==> config.mk <==
export PLATFORM = sky130hd
export DESIGN_NAME = sp0_serial
export DESIGN_NICKNAME = d
export VERILOG_FILES = /design/src/sp0_pkg.sv /design/src/sp0_serial.sv
export SDC_FILE = /design/constraint.sdc
export NUM_CORES = 1
export LEC_CHECK = 0
export BUFFER_PORTS_ARGS = -buffer_cell sky130_fd_sc_hd__buf_2
export CAP_MARGIN = 20
export CORE_UTILIZATION = 45
export DETAILED_ROUTE_END_ITERATION = 7
export PLACE_DENSITY = 0.67
export SLEW_MARGIN = 20
export SYNTH_ARGS = -nofsm -noshare
export SYNTH_HDL_FRONTEND = slang
export SYNTH_SLANG_ARGS = --single-unit
==> constraint.sdc <==
create_clock -name clk_in -period 3.25 [get_ports clk_in]
set_clock_uncertainty 0.2 [all_clocks]
set_input_delay 0.65 -clock clk_in [delete_from_list [all_inputs] [get_ports clk_in]]
set_output_delay 0.65 -clock clk_in [all_outputs]
set_load 0.02 [all_outputs]
==> src/sp0_pkg.sv <==
// Register map, field positions, timing counts and carrier types of serial unit zero
package sp0_pkg;
  localparam int          ADDR_W    = 18;
  localparam logic [15:0] IDX_CTRL  = 16'h009B;
  localparam logic [15:0] IDX_BAUD  = 16'h00D8;
  localparam logic [15:0] IDX_MISC  = 16'hFFF1;
  localparam logic [15:0] IDX_BUF   = 16'h0099;
  localparam logic [15:0] IDX_RELL  = 16'h00AA;
  localparam logic [15:0] IDX_RELH  = 16'h00BA;
  localparam logic [7:0]  CTRL_RST  = 8'h00;
  localparam logic [7:0]  BAUD_RST  = 8'h00;
  localparam logic [7:0]  MISC_RST  = 8'h00;
  localparam logic [7:0]  REL_RST   = 8'h00;
  localparam logic [7:0]  BAUD_MASK = 8'h80;
  localparam logic [7:0]  MISC_MASK = 8'h03;
  localparam logic [7:0]  RELH_MASK = 8'h03;
  localparam int          CTRL_MP   = 5;
  localparam int          CTRL_REN  = 4;
  localparam int          CTRL_TB8  = 3;
  localparam int          CTRL_RB8  = 2;
  localparam int          CTRL_TI   = 1;
  localparam int          CTRL_RI   = 0;
  localparam int          BAUD_BAUD_SOURCE_SELECT = 7;
  localparam int          MISC_LPBK = 1;
  localparam int          MISC_SEL  = 0;
  localparam logic [9:0]  GEN_TOP   = 10'h3FF;
  localparam logic [3:0]  OVS_LAST  = 4'hF;
  localparam logic [3:0]  SAMPLE_PH = 4'h7;
  localparam logic [3:0]  M0_LAST   = 4'hB;
  localparam logic [3:0]  M0_RISE   = 4'h6;
  localparam logic [3:0]  M0_BITS   = 4'h8;
  localparam logic [3:0]  FRAME8    = 4'hA;
  localparam logic [3:0]  FRAME9    = 4'hB;
  localparam logic [3:0]  M0_END    = 4'h7;
  localparam logic [3:0]  STOP8_IX  = 4'h9;
  localparam logic [3:0]  STOP9_IX  = 4'hA;

  typedef enum logic [1:0] {M_SHIFT, M_8BIT, M_9FIX, M_9VAR} sp0_mode_t;
  typedef enum logic {TX_IDLE, TX_RUN} sp0_tx_state_t;
  typedef enum logic {RX_IDLE, RX_RUN} sp0_rx_state_t;

  typedef struct packed {
    logic              hsel;
    logic [ADDR_W-1:0] haddr;
    logic [1:0]        htrans;
    logic              hwrite;
    logic [2:0]        hsize;
    logic [31:0]       hwdata;
    logic              hready;
  } sp0_ahb_req_t;

  typedef struct packed {
    logic [31:0] hrdata;
    logic        hreadyout;
    logic        hresp;
  } sp0_ahb_rsp_t;
endpackage

==> src/sp0_serial.sv <==
// Serial unit zero with baud select, pin routing and AHB-Lite registers
`timescale 1ns/1ps
// What this block does
// - Baud select 0 takes timer 1 overflows, 1 takes the internal generator.
// - Unit select 1 routes unit one to the pins, 0 routes unit zero.
// - Loopback bit feeds transmit data straight back into receive.
// - Mode 0: RX carries data both ways, TX gives shift clock, LSB first.
// - Mode 0 bit time is twelve clocks whatever the baud source.
// - Mode 0 reception starts while receive-done is 0 and receive enable 1.
// - Modes 1 to 3: a start bit begins reception while receive enabled.
// - Mode 1 frame: start 0, eight data bits LSB first, stop 1.
// - Mode 1 receive: start resyncs, byte to buffer, stop to ninth flag.
// - Mode 1 rate follows the baud source select bit.
// - Mode 2 frame has eleven bits at 1/32 or 1/64 of clock.
// - Nine-bit modes send transmit ninth bit, store received ninth bit.
// - Mode 3 equals mode 2 but uses the selected baud source.
// - Hardware sets done flags at frame end; only software clears them.
// - Multiprocessor enable turns on address filtering in nine-bit modes.
// - One buffer: writes send a byte, reads return the last received byte.
// - In modes 1 to 3 with multiprocessor enable only ninth bit 1 frames raise receive-done.
// - Generator reload is ten bits: high register 1:0, low register 7:0.
module sp0_serial
(
  input  wire logic                 clk_in,
  input  wire logic                 rst_in,
  input  wire sp0_pkg::sp0_ahb_req_t bus_in,
  output sp0_pkg::sp0_ahb_rsp_t     bus_out,
  input  wire logic                 timer1_ovf_in,
  input  wire logic                 smod_in,
  input  wire logic                 rx_pin_in,
  output logic                      rx_pin_out,
  output logic                      rx_pin_oe_n_out,
  output logic                      tx_out,
  input  wire logic                 alt_tx_in,
  output logic                      alt_rx_out
);
  import sp0_pkg::*;

  logic [7:0]    ctrl_q;
  logic [7:0]    ctrl_d;
  logic [7:0]    baud_q;
  logic [7:0]    misc_q;
  logic [7:0]    rell_q;
  logic [7:0]    relh_q;
  logic [7:0]    rbuf_q;
  logic [7:0]    rbuf_d;
  logic [7:0]    wdata8;
  logic [7:0]    rd_mux;
  logic          dwr_q;
  logic [15:0]   didx_q;
  logic [15:0]   aidx;
  logic [31:0]   hrdata_q;
  logic          ap;
  logic          ctrl_wr;
  logic          buf_wr;
  sp0_mode_t     mode;
  logic          m0;
  logic          baud_source_select;
  logic          lpbk;
  logic          sel;
  logic          mp;
  logic          ren;
  logic          ri;
  logic          pre_q;
  logic          half_q;
  logic          base;
  logic          tick;
  logic          gen_ovf;
  logic [9:0]    gen_q;
  logic [9:0]    reload;
  logic [3:0]    c12_q;
  sp0_tx_state_t tx_st_q;
  logic [10:0]   tsh_q;
  logic [3:0]    tbits_q;
  logic [3:0]    tph_q;
  logic          tx_start;
  logic          tx_step;
  logic          tx_done;
  logic          txd;
  sp0_rx_state_t rx_st_q;
  logic [7:0]    rsh_q;
  logic [3:0]    rbits_q;
  logic [3:0]    rph_q;
  logic          r9_q;
  logic          rx_s1_q;
  logic          rx_s2_q;
  logic          rx_prev_q;
  logic          rx0;
  logic          rx_go;
  logic          m0_rx_go;
  logic          rx_samp;
  logic          rx_last;
  logic          rx_end;
  logic          nine;
  logic          rx_take;
  logic          m0_busy;
  logic          sclk;
  logic          tx_q;
  logic          pin_q;
  logic          oe_n_q;
  logic          alt_rx_q;

  // Bus decode; zero wait states, so every transfer ends in its first data cycle
  assign ap      = bus_in.hsel && bus_in.htrans[1] && bus_in.hready;
  assign aidx    = bus_in.haddr[ADDR_W-1:2];
  assign wdata8  = bus_in.hwdata[7:0];
  assign ctrl_wr = dwr_q && (didx_q == IDX_CTRL);
  assign buf_wr  = dwr_q && (didx_q == IDX_BUF);
  assign rd_mux  = (aidx == IDX_CTRL) ? ctrl_q :
                   (aidx == IDX_BAUD) ? baud_q :
                   (aidx == IDX_MISC) ? misc_q :
                   (aidx == IDX_BUF)  ? rbuf_q :
                   (aidx == IDX_RELL) ? rell_q :
                   (aidx == IDX_RELH) ? relh_q : 8'h00;
  assign bus_out.hrdata    = hrdata_q;
  assign bus_out.hreadyout = 1'b1;
  assign bus_out.hresp     = 1'b0;

  assign mode = sp0_mode_t'(ctrl_q[7:6]);
  assign m0   = (mode == M_SHIFT);
  assign mp   = ctrl_q[CTRL_MP];
  assign ren  = ctrl_q[CTRL_REN];
  assign ri   = ctrl_q[CTRL_RI];
  assign baud_source_select = baud_q[BAUD_BAUD_SOURCE_SELECT];
  assign lpbk = misc_q[MISC_LPBK];
  assign sel  = misc_q[MISC_SEL];

  always_ff @(posedge clk_in)
  begin
    if (rst_in)
    begin
      dwr_q    <= 1'b0;
      didx_q   <= 16'h0000;
      hrdata_q <= 32'h00000000;
    end
    else
    begin
      dwr_q  <= ap && bus_in.hwrite;
      didx_q <= aidx;
      if (ap && !bus_in.hwrite)
        hrdata_q <= {24'h000000, rd_mux};
    end
  end

  // hardware set wins over a software write in the same cycle
  always_comb
  begin
    ctrl_d = ctrl_wr ? wdata8 : ctrl_q;
    if (tx_done)
      ctrl_d[CTRL_TI] = 1'b1;
    if (rx_take)
    begin
      ctrl_d[CTRL_RI] = 1'b1;
      if (!m0)
        ctrl_d[CTRL_RB8] = nine;
    end
  end

  always_ff @(posedge clk_in)
  begin
    if (rst_in)
    begin
      ctrl_q <= CTRL_RST;
      baud_q <= BAUD_RST;
      misc_q <= MISC_RST;
      rell_q <= REL_RST;
      relh_q <= REL_RST;
      rbuf_q <= 8'h00;
    end
    else
    begin
      ctrl_q <= ctrl_d;
      if (dwr_q && didx_q == IDX_BAUD)
        baud_q <= wdata8 & BAUD_MASK;
      if (dwr_q && didx_q == IDX_MISC)
        misc_q <= wdata8 & MISC_MASK;
      if (dwr_q && didx_q == IDX_RELL)
        rell_q <= wdata8;
      if (dwr_q && didx_q == IDX_RELH)
        relh_q <= wdata8 & RELH_MASK;
      if (rx_take)
        rbuf_q <= rbuf_d;
    end
  end

  assign reload  = {relh_q[1:0], rell_q};
  assign gen_ovf = pre_q && (gen_q == GEN_TOP);
  // source of the sixteen-times tick; share it, fixed
  assign base = (mode == M_9FIX) ? pre_q : (baud_source_select ? gen_ovf : timer1_ovf_in);
  // Halving unless doubled, so one divider covers all three rate sources
  assign tick = base && (smod_in || half_q);

  always_ff @(posedge clk_in)
  begin
    if (rst_in)
    begin
      pre_q  <= 1'b0;
      half_q <= 1'b0;
      gen_q  <= 10'h000;
      c12_q  <= 4'h0;
    end
    else
    begin
      pre_q <= !pre_q;
      if (pre_q)
        gen_q <= gen_ovf ? reload : gen_q + 10'h001;
      if (base)
        half_q <= !half_q;
      c12_q <= (tx_start || m0_rx_go || c12_q == M0_LAST) ? 4'h0 : c12_q + 4'h1;
    end
  end

  // Writes to the buffer while a frame is out are dropped, not queued
  assign tx_start = buf_wr && (tx_st_q == TX_IDLE);
  assign tx_step  = (tx_st_q == TX_RUN) &&
                    (m0 ? (c12_q == M0_LAST) : (tick && tph_q == OVS_LAST));
  assign tx_done  = tx_step && (tbits_q == 4'h1);
  assign txd      = (tx_st_q == TX_RUN) ? tsh_q[0] : 1'b1;

  always_ff @(posedge clk_in)
  begin
    if (rst_in)
    begin
      tx_st_q <= TX_IDLE;
      tsh_q   <= 11'h7FF;
      tbits_q <= 4'h0;
      tph_q   <= 4'h0;
    end
    else
    begin
      case (tx_st_q)
        TX_IDLE:
        begin
          if (tx_start)
          begin
            tx_st_q <= TX_RUN;
            tph_q   <= 4'h0;
            // framing; ninth bit from control, stop 1 in mode 1; start bit 0 except in mode 0
            tsh_q   <= m0 ? {3'b111, wdata8} :
                       {1'b1, (mode == M_8BIT) | ctrl_q[CTRL_TB8], wdata8, 1'b0};
            tbits_q <= m0 ? M0_BITS : ((mode == M_8BIT) ? FRAME8 : FRAME9);
          end
        end
        TX_RUN:
        begin
          if (tick)
            tph_q <= tph_q + 4'h1;
          if (tx_step)
          begin
            tsh_q   <= {1'b1, tsh_q[10:1]};
            tbits_q <= tbits_q - 4'h1;
          end
          if (tx_done)
            tx_st_q <= TX_IDLE;
        end
        default: tx_st_q <= TX_IDLE;
      endcase
    end
  end

  // loopback; deselected unit sees an idle line
  assign rx0 = sel ? 1'b1 : (lpbk ? txd : rx_s2_q);
  // start edge; gated by receive enable
  assign rx_go    = (rx_st_q == RX_IDLE) && !m0 && ren && rx_prev_q && !rx0;
  assign m0_rx_go = (rx_st_q == RX_IDLE) && m0 && ren && !ri &&
                    (tx_st_q == TX_IDLE) && !sel;
  assign rx_samp  = (rx_st_q == RX_RUN) &&
                    (m0 ? (c12_q == M0_RISE) : (tick && rph_q == SAMPLE_PH));
  assign rx_last  = m0 ? (rbits_q == M0_END) :
                    (rbits_q == ((mode == M_8BIT) ? STOP8_IX : STOP9_IX));
  assign rx_end   = rx_samp && rx_last;
  // stop bit stands in for the ninth bit
  assign nine     = (mode == M_8BIT) ? rx0 : r9_q;
  // address filter; data frames are dropped
  assign rx_take  = rx_end && !ri && (m0 || !mp || nine);
  assign rbuf_d   = m0 ? {rx0, rsh_q[7:1]} : rsh_q;

  always_ff @(posedge clk_in)
  begin
    if (rst_in)
    begin
      rx_st_q   <= RX_IDLE;
      rsh_q     <= 8'h00;
      rbits_q   <= 4'h0;
      rph_q     <= 4'h0;
      r9_q      <= 1'b0;
      rx_s1_q   <= 1'b1;
      rx_s2_q   <= 1'b1;
      rx_prev_q <= 1'b1;
    end
    else
    begin
      rx_s1_q   <= rx_pin_in;
      rx_s2_q   <= rx_s1_q;
      rx_prev_q <= rx0;
      case (rx_st_q)
        RX_IDLE:
        begin
          if (rx_go || m0_rx_go)
          begin
            rx_st_q <= RX_RUN;
            rph_q   <= 4'h0;
            rbits_q <= 4'h0;
          end
        end
        RX_RUN:
        begin
          if (tick)
            rph_q <= rph_q + 4'h1;
          if (rx_samp)
          begin
            // a high start sample is a glitch, back to hunting
            if ((!m0 && rbits_q == 4'h0 && rx0) || rx_last)
              rx_st_q <= RX_IDLE;
            if (m0 || (rbits_q != 4'h0 && rbits_q < STOP8_IX))
              rsh_q <= {rx0, rsh_q[7:1]};
            if (rbits_q == STOP8_IX)
              r9_q <= rx0;
            rbits_q <= rbits_q + 4'h1;
          end
        end
        default: rx_st_q <= RX_IDLE;
      endcase
    end
  end

  // shift clock low for the first half of each bit
  assign m0_busy = m0 && (tx_st_q == TX_RUN || rx_st_q == RX_RUN);
  assign sclk    = !m0_busy || (c12_q >= M0_RISE);

  always_ff @(posedge clk_in)
  begin
    if (rst_in)
    begin
      tx_q     <= 1'b1;
      pin_q    <= 1'b1;
      oe_n_q   <= 1'b1;
      alt_rx_q <= 1'b1;
    end
    else
    begin
      // pin routing; idle toward the unit left off
      tx_q     <= sel ? alt_tx_in : (m0 ? sclk : txd);
      pin_q    <= txd;
      oe_n_q   <= !(m0 && tx_st_q == TX_RUN && !sel);
      alt_rx_q <= sel ? rx_s2_q : 1'b1;
    end
  end

  assign tx_out          = tx_q;
  assign rx_pin_out      = pin_q;
  assign rx_pin_oe_n_out = oe_n_q;
  assign alt_rx_out      = alt_rx_q;
endmodule

==> reports/qor.csv, run 1 <==
metric;value;unit
synth_edf_count;0;
synth_common_cells;dfxtp_1 (114), nand2_1 (66), nor2_1 (61);
reg2regPathDepth;8;
yosysSeqAreaShare;40.4;%
dpl.hpwl;9.70;mm
antenna_found_initial;0;
drtAntennaViolNets;0;
clockBufferDepth;2;
cts_max_level;4;
yosysWarnings;0;
power-per-cell-area;525;mW/mm^2
setup_viol;0;
ys_async_sr_fraction;0;%
cp_data_arrival_time;2860;ps
worstPathRequired;3340;ps
clk_pin_slew;50;ps
cts_resized;0;
worst_pin_slew;658;ps
cts_tree;built;
drt_iter0_drc;355;
routedWlPerCell;15.6;um
grt_pass1_wl;22.3;mm
finalHoldViolCount;0;
grt_max_degree;62;
cap_violations;0;
overflow;0;
post-cts-setup-buffers;0;
start_kind;register;
cts_buffers;17;
fin_nets;765;
slew_headroom;56.0;%
min_path_type;input port to register;
crit_type;register to register;
synth_top_area_cell;dfxtp_1;
fin_crit_sh;85.1;%
drive_above_1_share;15.5;%
synth_flop_cell;dfxtp_1;
areaGrowthSynthToFinish;14.5;%
holdBufCountCts;0;
global_route.usage.total;22.2;%
p_leak;2.52;nW
ioPinCount;102;
synth-seq-cells;114;
initial_utilization;46.6;%
crit_fanout;18;
port_buffers;45;
fp-row-count;40;
fin_util;53.3;%
syn-cell-area;0.00564;sq mm
num_antenna_cells;0;
crit_path_end_kind;register;
die_h;114;um
gp_congestion;0.836;
fillers;1152;
setup_ws;483;ps
regToRegSetupSlack;480;ps
routed_wl;13.6;mm
drv_slew;0;
syn_avg_cell_area;8.72;sq um
rsz0062_at_grt;false;
fmax;361;MHz
reg2reg_to;rsh_q[6];
post-synth-top-count-cell;dfxtp_1;
core_area;0.0121;sq mm
vias_per_cell;5.47;
ys_types;70;
synth_top_cells_by_area;dfxtp_1 (40%), mux2i_1 (8.5%), nand2_1 (4.4%);
firstDrtPassIters;5;
clock_sinks;114;
grt_pass1_vias;4566;
crit_end;rsh_q[6];
cts-root-buf;clkbuf_16;
drcViolationCount;0;
dp_slack;514;ps
ir_drop;0.000304;V
dieArea;0.0130;sq mm
num_vias;4763;
crit_start;gen_q[0];
period_needed;2770;ps
status;completed;
synth_cells;647;
setup_tns;0;ps
clk-insertion-delay-late;420;ps
synth_top_area_share;40.4;%
reg2reg_from;gen_q[0];
dieWidth;114;um
-- through the flow --
| stage | instances | power, mW | hold WS [ps] | cell area [sq um] |
|---|---|---|---|---|
| after floorplan | 671 | 1.59 | 189 | 5730 |
| after global placement | 839 | 1.63 | 231 | 5890 |
| after detailed placement | 839 | 1.63 | 231 | 5890 |
| after CTS | 870 | 3.42 | 211 | 6460 |
| after global routing | 870 | 3.49 | 215 | 6460 |
| final | 870 | 3.39 | 223 | 6460 |
-- flip-flops by register name, summed over array words and instances, names as in the netlist, 2 cells and up --
signal    count
relh_q        2
rsh_q         8
didx_q       16
c12_q         4
ctrl_q        8
tph_q         4
misc_q        2
rbits_q       4
rell_q        8
hrdata_q      8
rbuf_q        8
tsh_q        10
tbits_q       4
gen_q        10
rph_q         4
-- metal layers --
metal / track usage [%] / vias up / part of all wire [%]
li1: - / 2362 / -
met1: 29.1 / 2225 / 47
met2: 34.4 / 151 / 46
met3: 6.11 / 25 / 5.3
met4: 9.44 / 0 / 2.3
met5: 0 / - / 0
-- cells by family after synthesis --
| logic type | after synthesis | share of synthesized area [%] |
|---|---|---|
| compound gates | 137 | 16.5 |
| xor+xnor | 5 | 0.776 |
| fa+ha+maj | 11 | 2.44 |
| buf+inv | 75 | 7.83 |
| flops | 114 | 40.4 |
| mux | 50 | 8.91 |
| other cells | 2 | 0.133 |
| simple gates | 253 | 23.0 |
-- layout by cell type, fill, tap and decap left out, types with 7 or more instances in the layout --
cell / n
buf_4: 14
nor3_1: 14
a311oi_1: 8
ha_1: 11
dfxtp_1: 114
inv_1: 15
a221oi_1: 8
clkbuf_16: 17
nor2b_1: 22
nor2_1: 61
mux2i_1: 48
buf_2: 45
nand2b_1: 7
nand3_1: 22
a21oi_1: 39
conb_1: 26
nand2_1: 66
nor4_1: 7
nand4_1: 10
a221o_1: 9
o21ai_0: 34
a22oi_1: 7
-- worst min-delay path by stage --
stage | startpoint | to | depth (start not counted)
floorplan | rx_s1_q | rx_s2_q | 1
CTS | rx_pin_in | rx_s1_q | 2
global placement | rx_s1_q | rx_s2_q | 1
global route | rx_pin_in | rx_s1_q | 2
detailed placement | rx_s1_q | rx_s2_q | 1
finish | rx_pin_in | rx_s1_q | 2
-- worst max-delay path: stages (launching register included) --
cell     delay [ps]
dfxtp_1         370
ha_1            230
nand3_1         200
o41ai_2         390
a31oi_1         130
buf_4           200
o21ai_4         450
nand2_2         290
mux2i_1         180
-- cell type report --
cell class / count / area (sq um) / area share [%]
inverters: 16 / 60.1 / 0.930
repair buffers: 59 / 330 / 5.11
well taps: 168 / 210 / 3.25
multi-input cells: 482 / 3010 / 46.6
clock inverters: 11 / 113 / 1.74
flip-flops and latches: 114 / 2280 / 35.3
clock buffers: 20 / 457 / 7.07
-- where the power goes --
group          internal, mW  switching (mW)
clock network          1.15           0.639
logic                0.0519           0.111
registers              1.42          0.0170
total                  2.63           0.767
(Power assumes the default switching activity.)
==> run 2: changes to the inputs <==
Settings changed: CORE_ASPECT_RATIO set to 1.2.
==> run 2 against run 1 <==
Net effect: fmax fell by 1.5%; critical path depth shrank 1; sequential share of layout area is 0.37 points lower; cell area is 1.0% higher; sequential power hardly changed; clock power increased by 14%; final cell count shrank 0.80%; highest routed layer unchanged.
==> reports/qor.csv, run 2 (same netlist as run 1, synthesis figures left out) <==
metric;value;unit;change
start_kind;register;;unchanged
final_cell_mix;dfxtp_1 (114), nand2_1 (66), nor2_1 (61);;unchanged
ff_latch_area;0.00228;sq mm;unchanged
status;completed;;unchanged
worst_pin_slew;795;ps;was 658 ps
setup_viol;0;;unchanged
antenna_found_initial;0;;unchanged
fp-row-count;44;;was 40
fin_nets;764;;was 765
initial_utilization;46.4;%;was 46.6%
busiest_layer;met2;;unchanged
largest_reg_flops;16;;unchanged
overflow;0;;unchanged
power-per-cell-area;558;mW/mm^2;was 525 mW/mm^2
drtAntennaViolNets;0;;unchanged
routed_wl;13.9;mm;was 13.6 mm
global_route.usage.total;22.3;%;was 22.2%
fmax;356;MHz;was 361 MHz
grt_pass1_wl;22.9;mm;was 22.3 mm
reg.largest.list;didx_q (16), gen_q (10), tsh_q (10);;unchanged
hold_slack;225;ps;was 223 ps
setup_tns;0;ps;unchanged
cts_tree;built;;unchanged
rsz0062_at_grt;false;;unchanged
firstDrtPassIters;5;;unchanged
largest-register;didx_q;;unchanged
finalHoldViolCount;0;;unchanged
cts-root-buf;clkbuf_16;;unchanged
drcViolationCount;0;;unchanged
vias_per_cell;5.65;;was 5.47
holdBufCountCts;0;;unchanged
cts_max_level;4;;unchanged
slew_headroom;47.0;%;was 56.0%
clock_sinks;114;;unchanged
grtUsageMet1;26.9;%;was 29.1%
grt_max_degree;78;;was 62
min_path_type;input port to register;;unchanged
drv_slew;0;;unchanged
crit_fanout;16;;was 18
dieWidth;104;um;was 114 um
worstPathRequired;3330;ps;was 3340 ps
final_common_cell;dfxtp_1;;unchanged
crit_type;register to register;;unchanged
cap_violations;0;;unchanged
dp_slack;471;ps;was 514 ps
num_vias;4875;;was 4763
core_area;0.0122;sq mm;was 0.0121 sq mm
p_leak;2.56;nW;was 2.52 nW
period_needed;2810;ps;was 2770 ps
num_antenna_cells;0;;unchanged
ioPinCount;102;;unchanged
cts_buffers;17;;unchanged
fin_crit_sh;86.5;%;was 85.1%
clk-insertion-delay-late;400;ps;was 420 ps
cts_resized;0;;unchanged
dieArea;0.0130;sq mm;about the same
fillers;1102;;was 1152
areaGrowthSynthToFinish;15.7;%;was 14.5%
port_buffers;45;;unchanged
post-cts-setup-buffers;0;;unchanged
grtUsageMet3;5.18;%;was 6.11%
grtUsageMet2;36.7;%;was 34.4%
routedWlPerCell;16.1;um;was 15.6 um
clk_pin_slew;50;ps;about the same
clockBufferDepth;2;;unchanged
setup_ws;439;ps;was 483 ps
die_h;125;um;was 114 um
drive_above_1_share;15.4;%;was 15.5%
cp_data_arrival_time;2890;ps;was 2860 ps
drt_iter0_drc;335;;was 355
dpl.hpwl;9.85;mm;was 9.70 mm
multi_input_area;0.00301;sq mm;unchanged
ir_drop;0.000275;V;was 0.000304 V
grt_pass1_vias;4674;;was 4566
crit_path_end_kind;register;;unchanged
gp_congestion;0.930;;was 0.836
run 2: cell count changes in the layout (fill, tap and decap cells not counted):
cell / delta
bufinv_16: +3
clkinvlp_4: -3
clkinv_2: -2
buf_4: -1
clkbuf_1: +1
clkbuf_8: +1
clkinv_4: +1
run 2: per-stage QoR:
stage / utilization (%) / area (sq um) / cells / total power [mW]
floorplan: - / 5730 / 671 / 1.59
global placement: 48.3 / 5880 / 831 / 1.63
detailed placement: 48.3 / 5880 / 831 / 1.63
CTS: 53.7 / 6530 / 863 / 3.66
global route: 53.7 / 6530 / 863 / 3.76
finish: 53.7 / 6530 / 863 / 3.65
run 2: worst max-delay path, stage by stage (launching register included):
cell and delay (ps):
dfxtp_1 370, ha_1 220, nand3_1 180, o41ai_2 390
a31oi_1 340, o21ai_4 510, nand2_2 280, mux2i_1 180
run 2: layout make-up:
type                       instances  area share, %
timing repair buffer              58           4.94
multi-input combinational        482           46.1
inverter                          16          0.920
tap                              161           3.09
clock buffer                      22           7.26
clock inverter                    10           2.74
sequential                       114           35.0
run 2: power by group:
group / switching (mW) / internal (mW)
sequential: 0.0176 / 1.42
combinational: 0.114 / 0.0519
clock: 0.623 / 1.42
total: 0.754 / 2.89
run 2: worst paths after layout:
check	from	slack (ps)	end	cells past startpoint
worst max-delay path	gen_q[0]	440	rsh_q[2]	7
worst min-delay path	rx_pin_in	230	rx_s1_q	2
worst max register to register	gen_q[0]	440	rsh_q[2]	7
worst min register to register	rx_s1_q	240	rx_s2_q	1
run 2: metal layers:
metal | vias to the layer above | wire length, um
met5 | - | 0
met4 | 0 | 530
met3 | 30 | 696
met2 | 164 | 6690
met1 | 2327 | 5980
li1 | 2354 | -
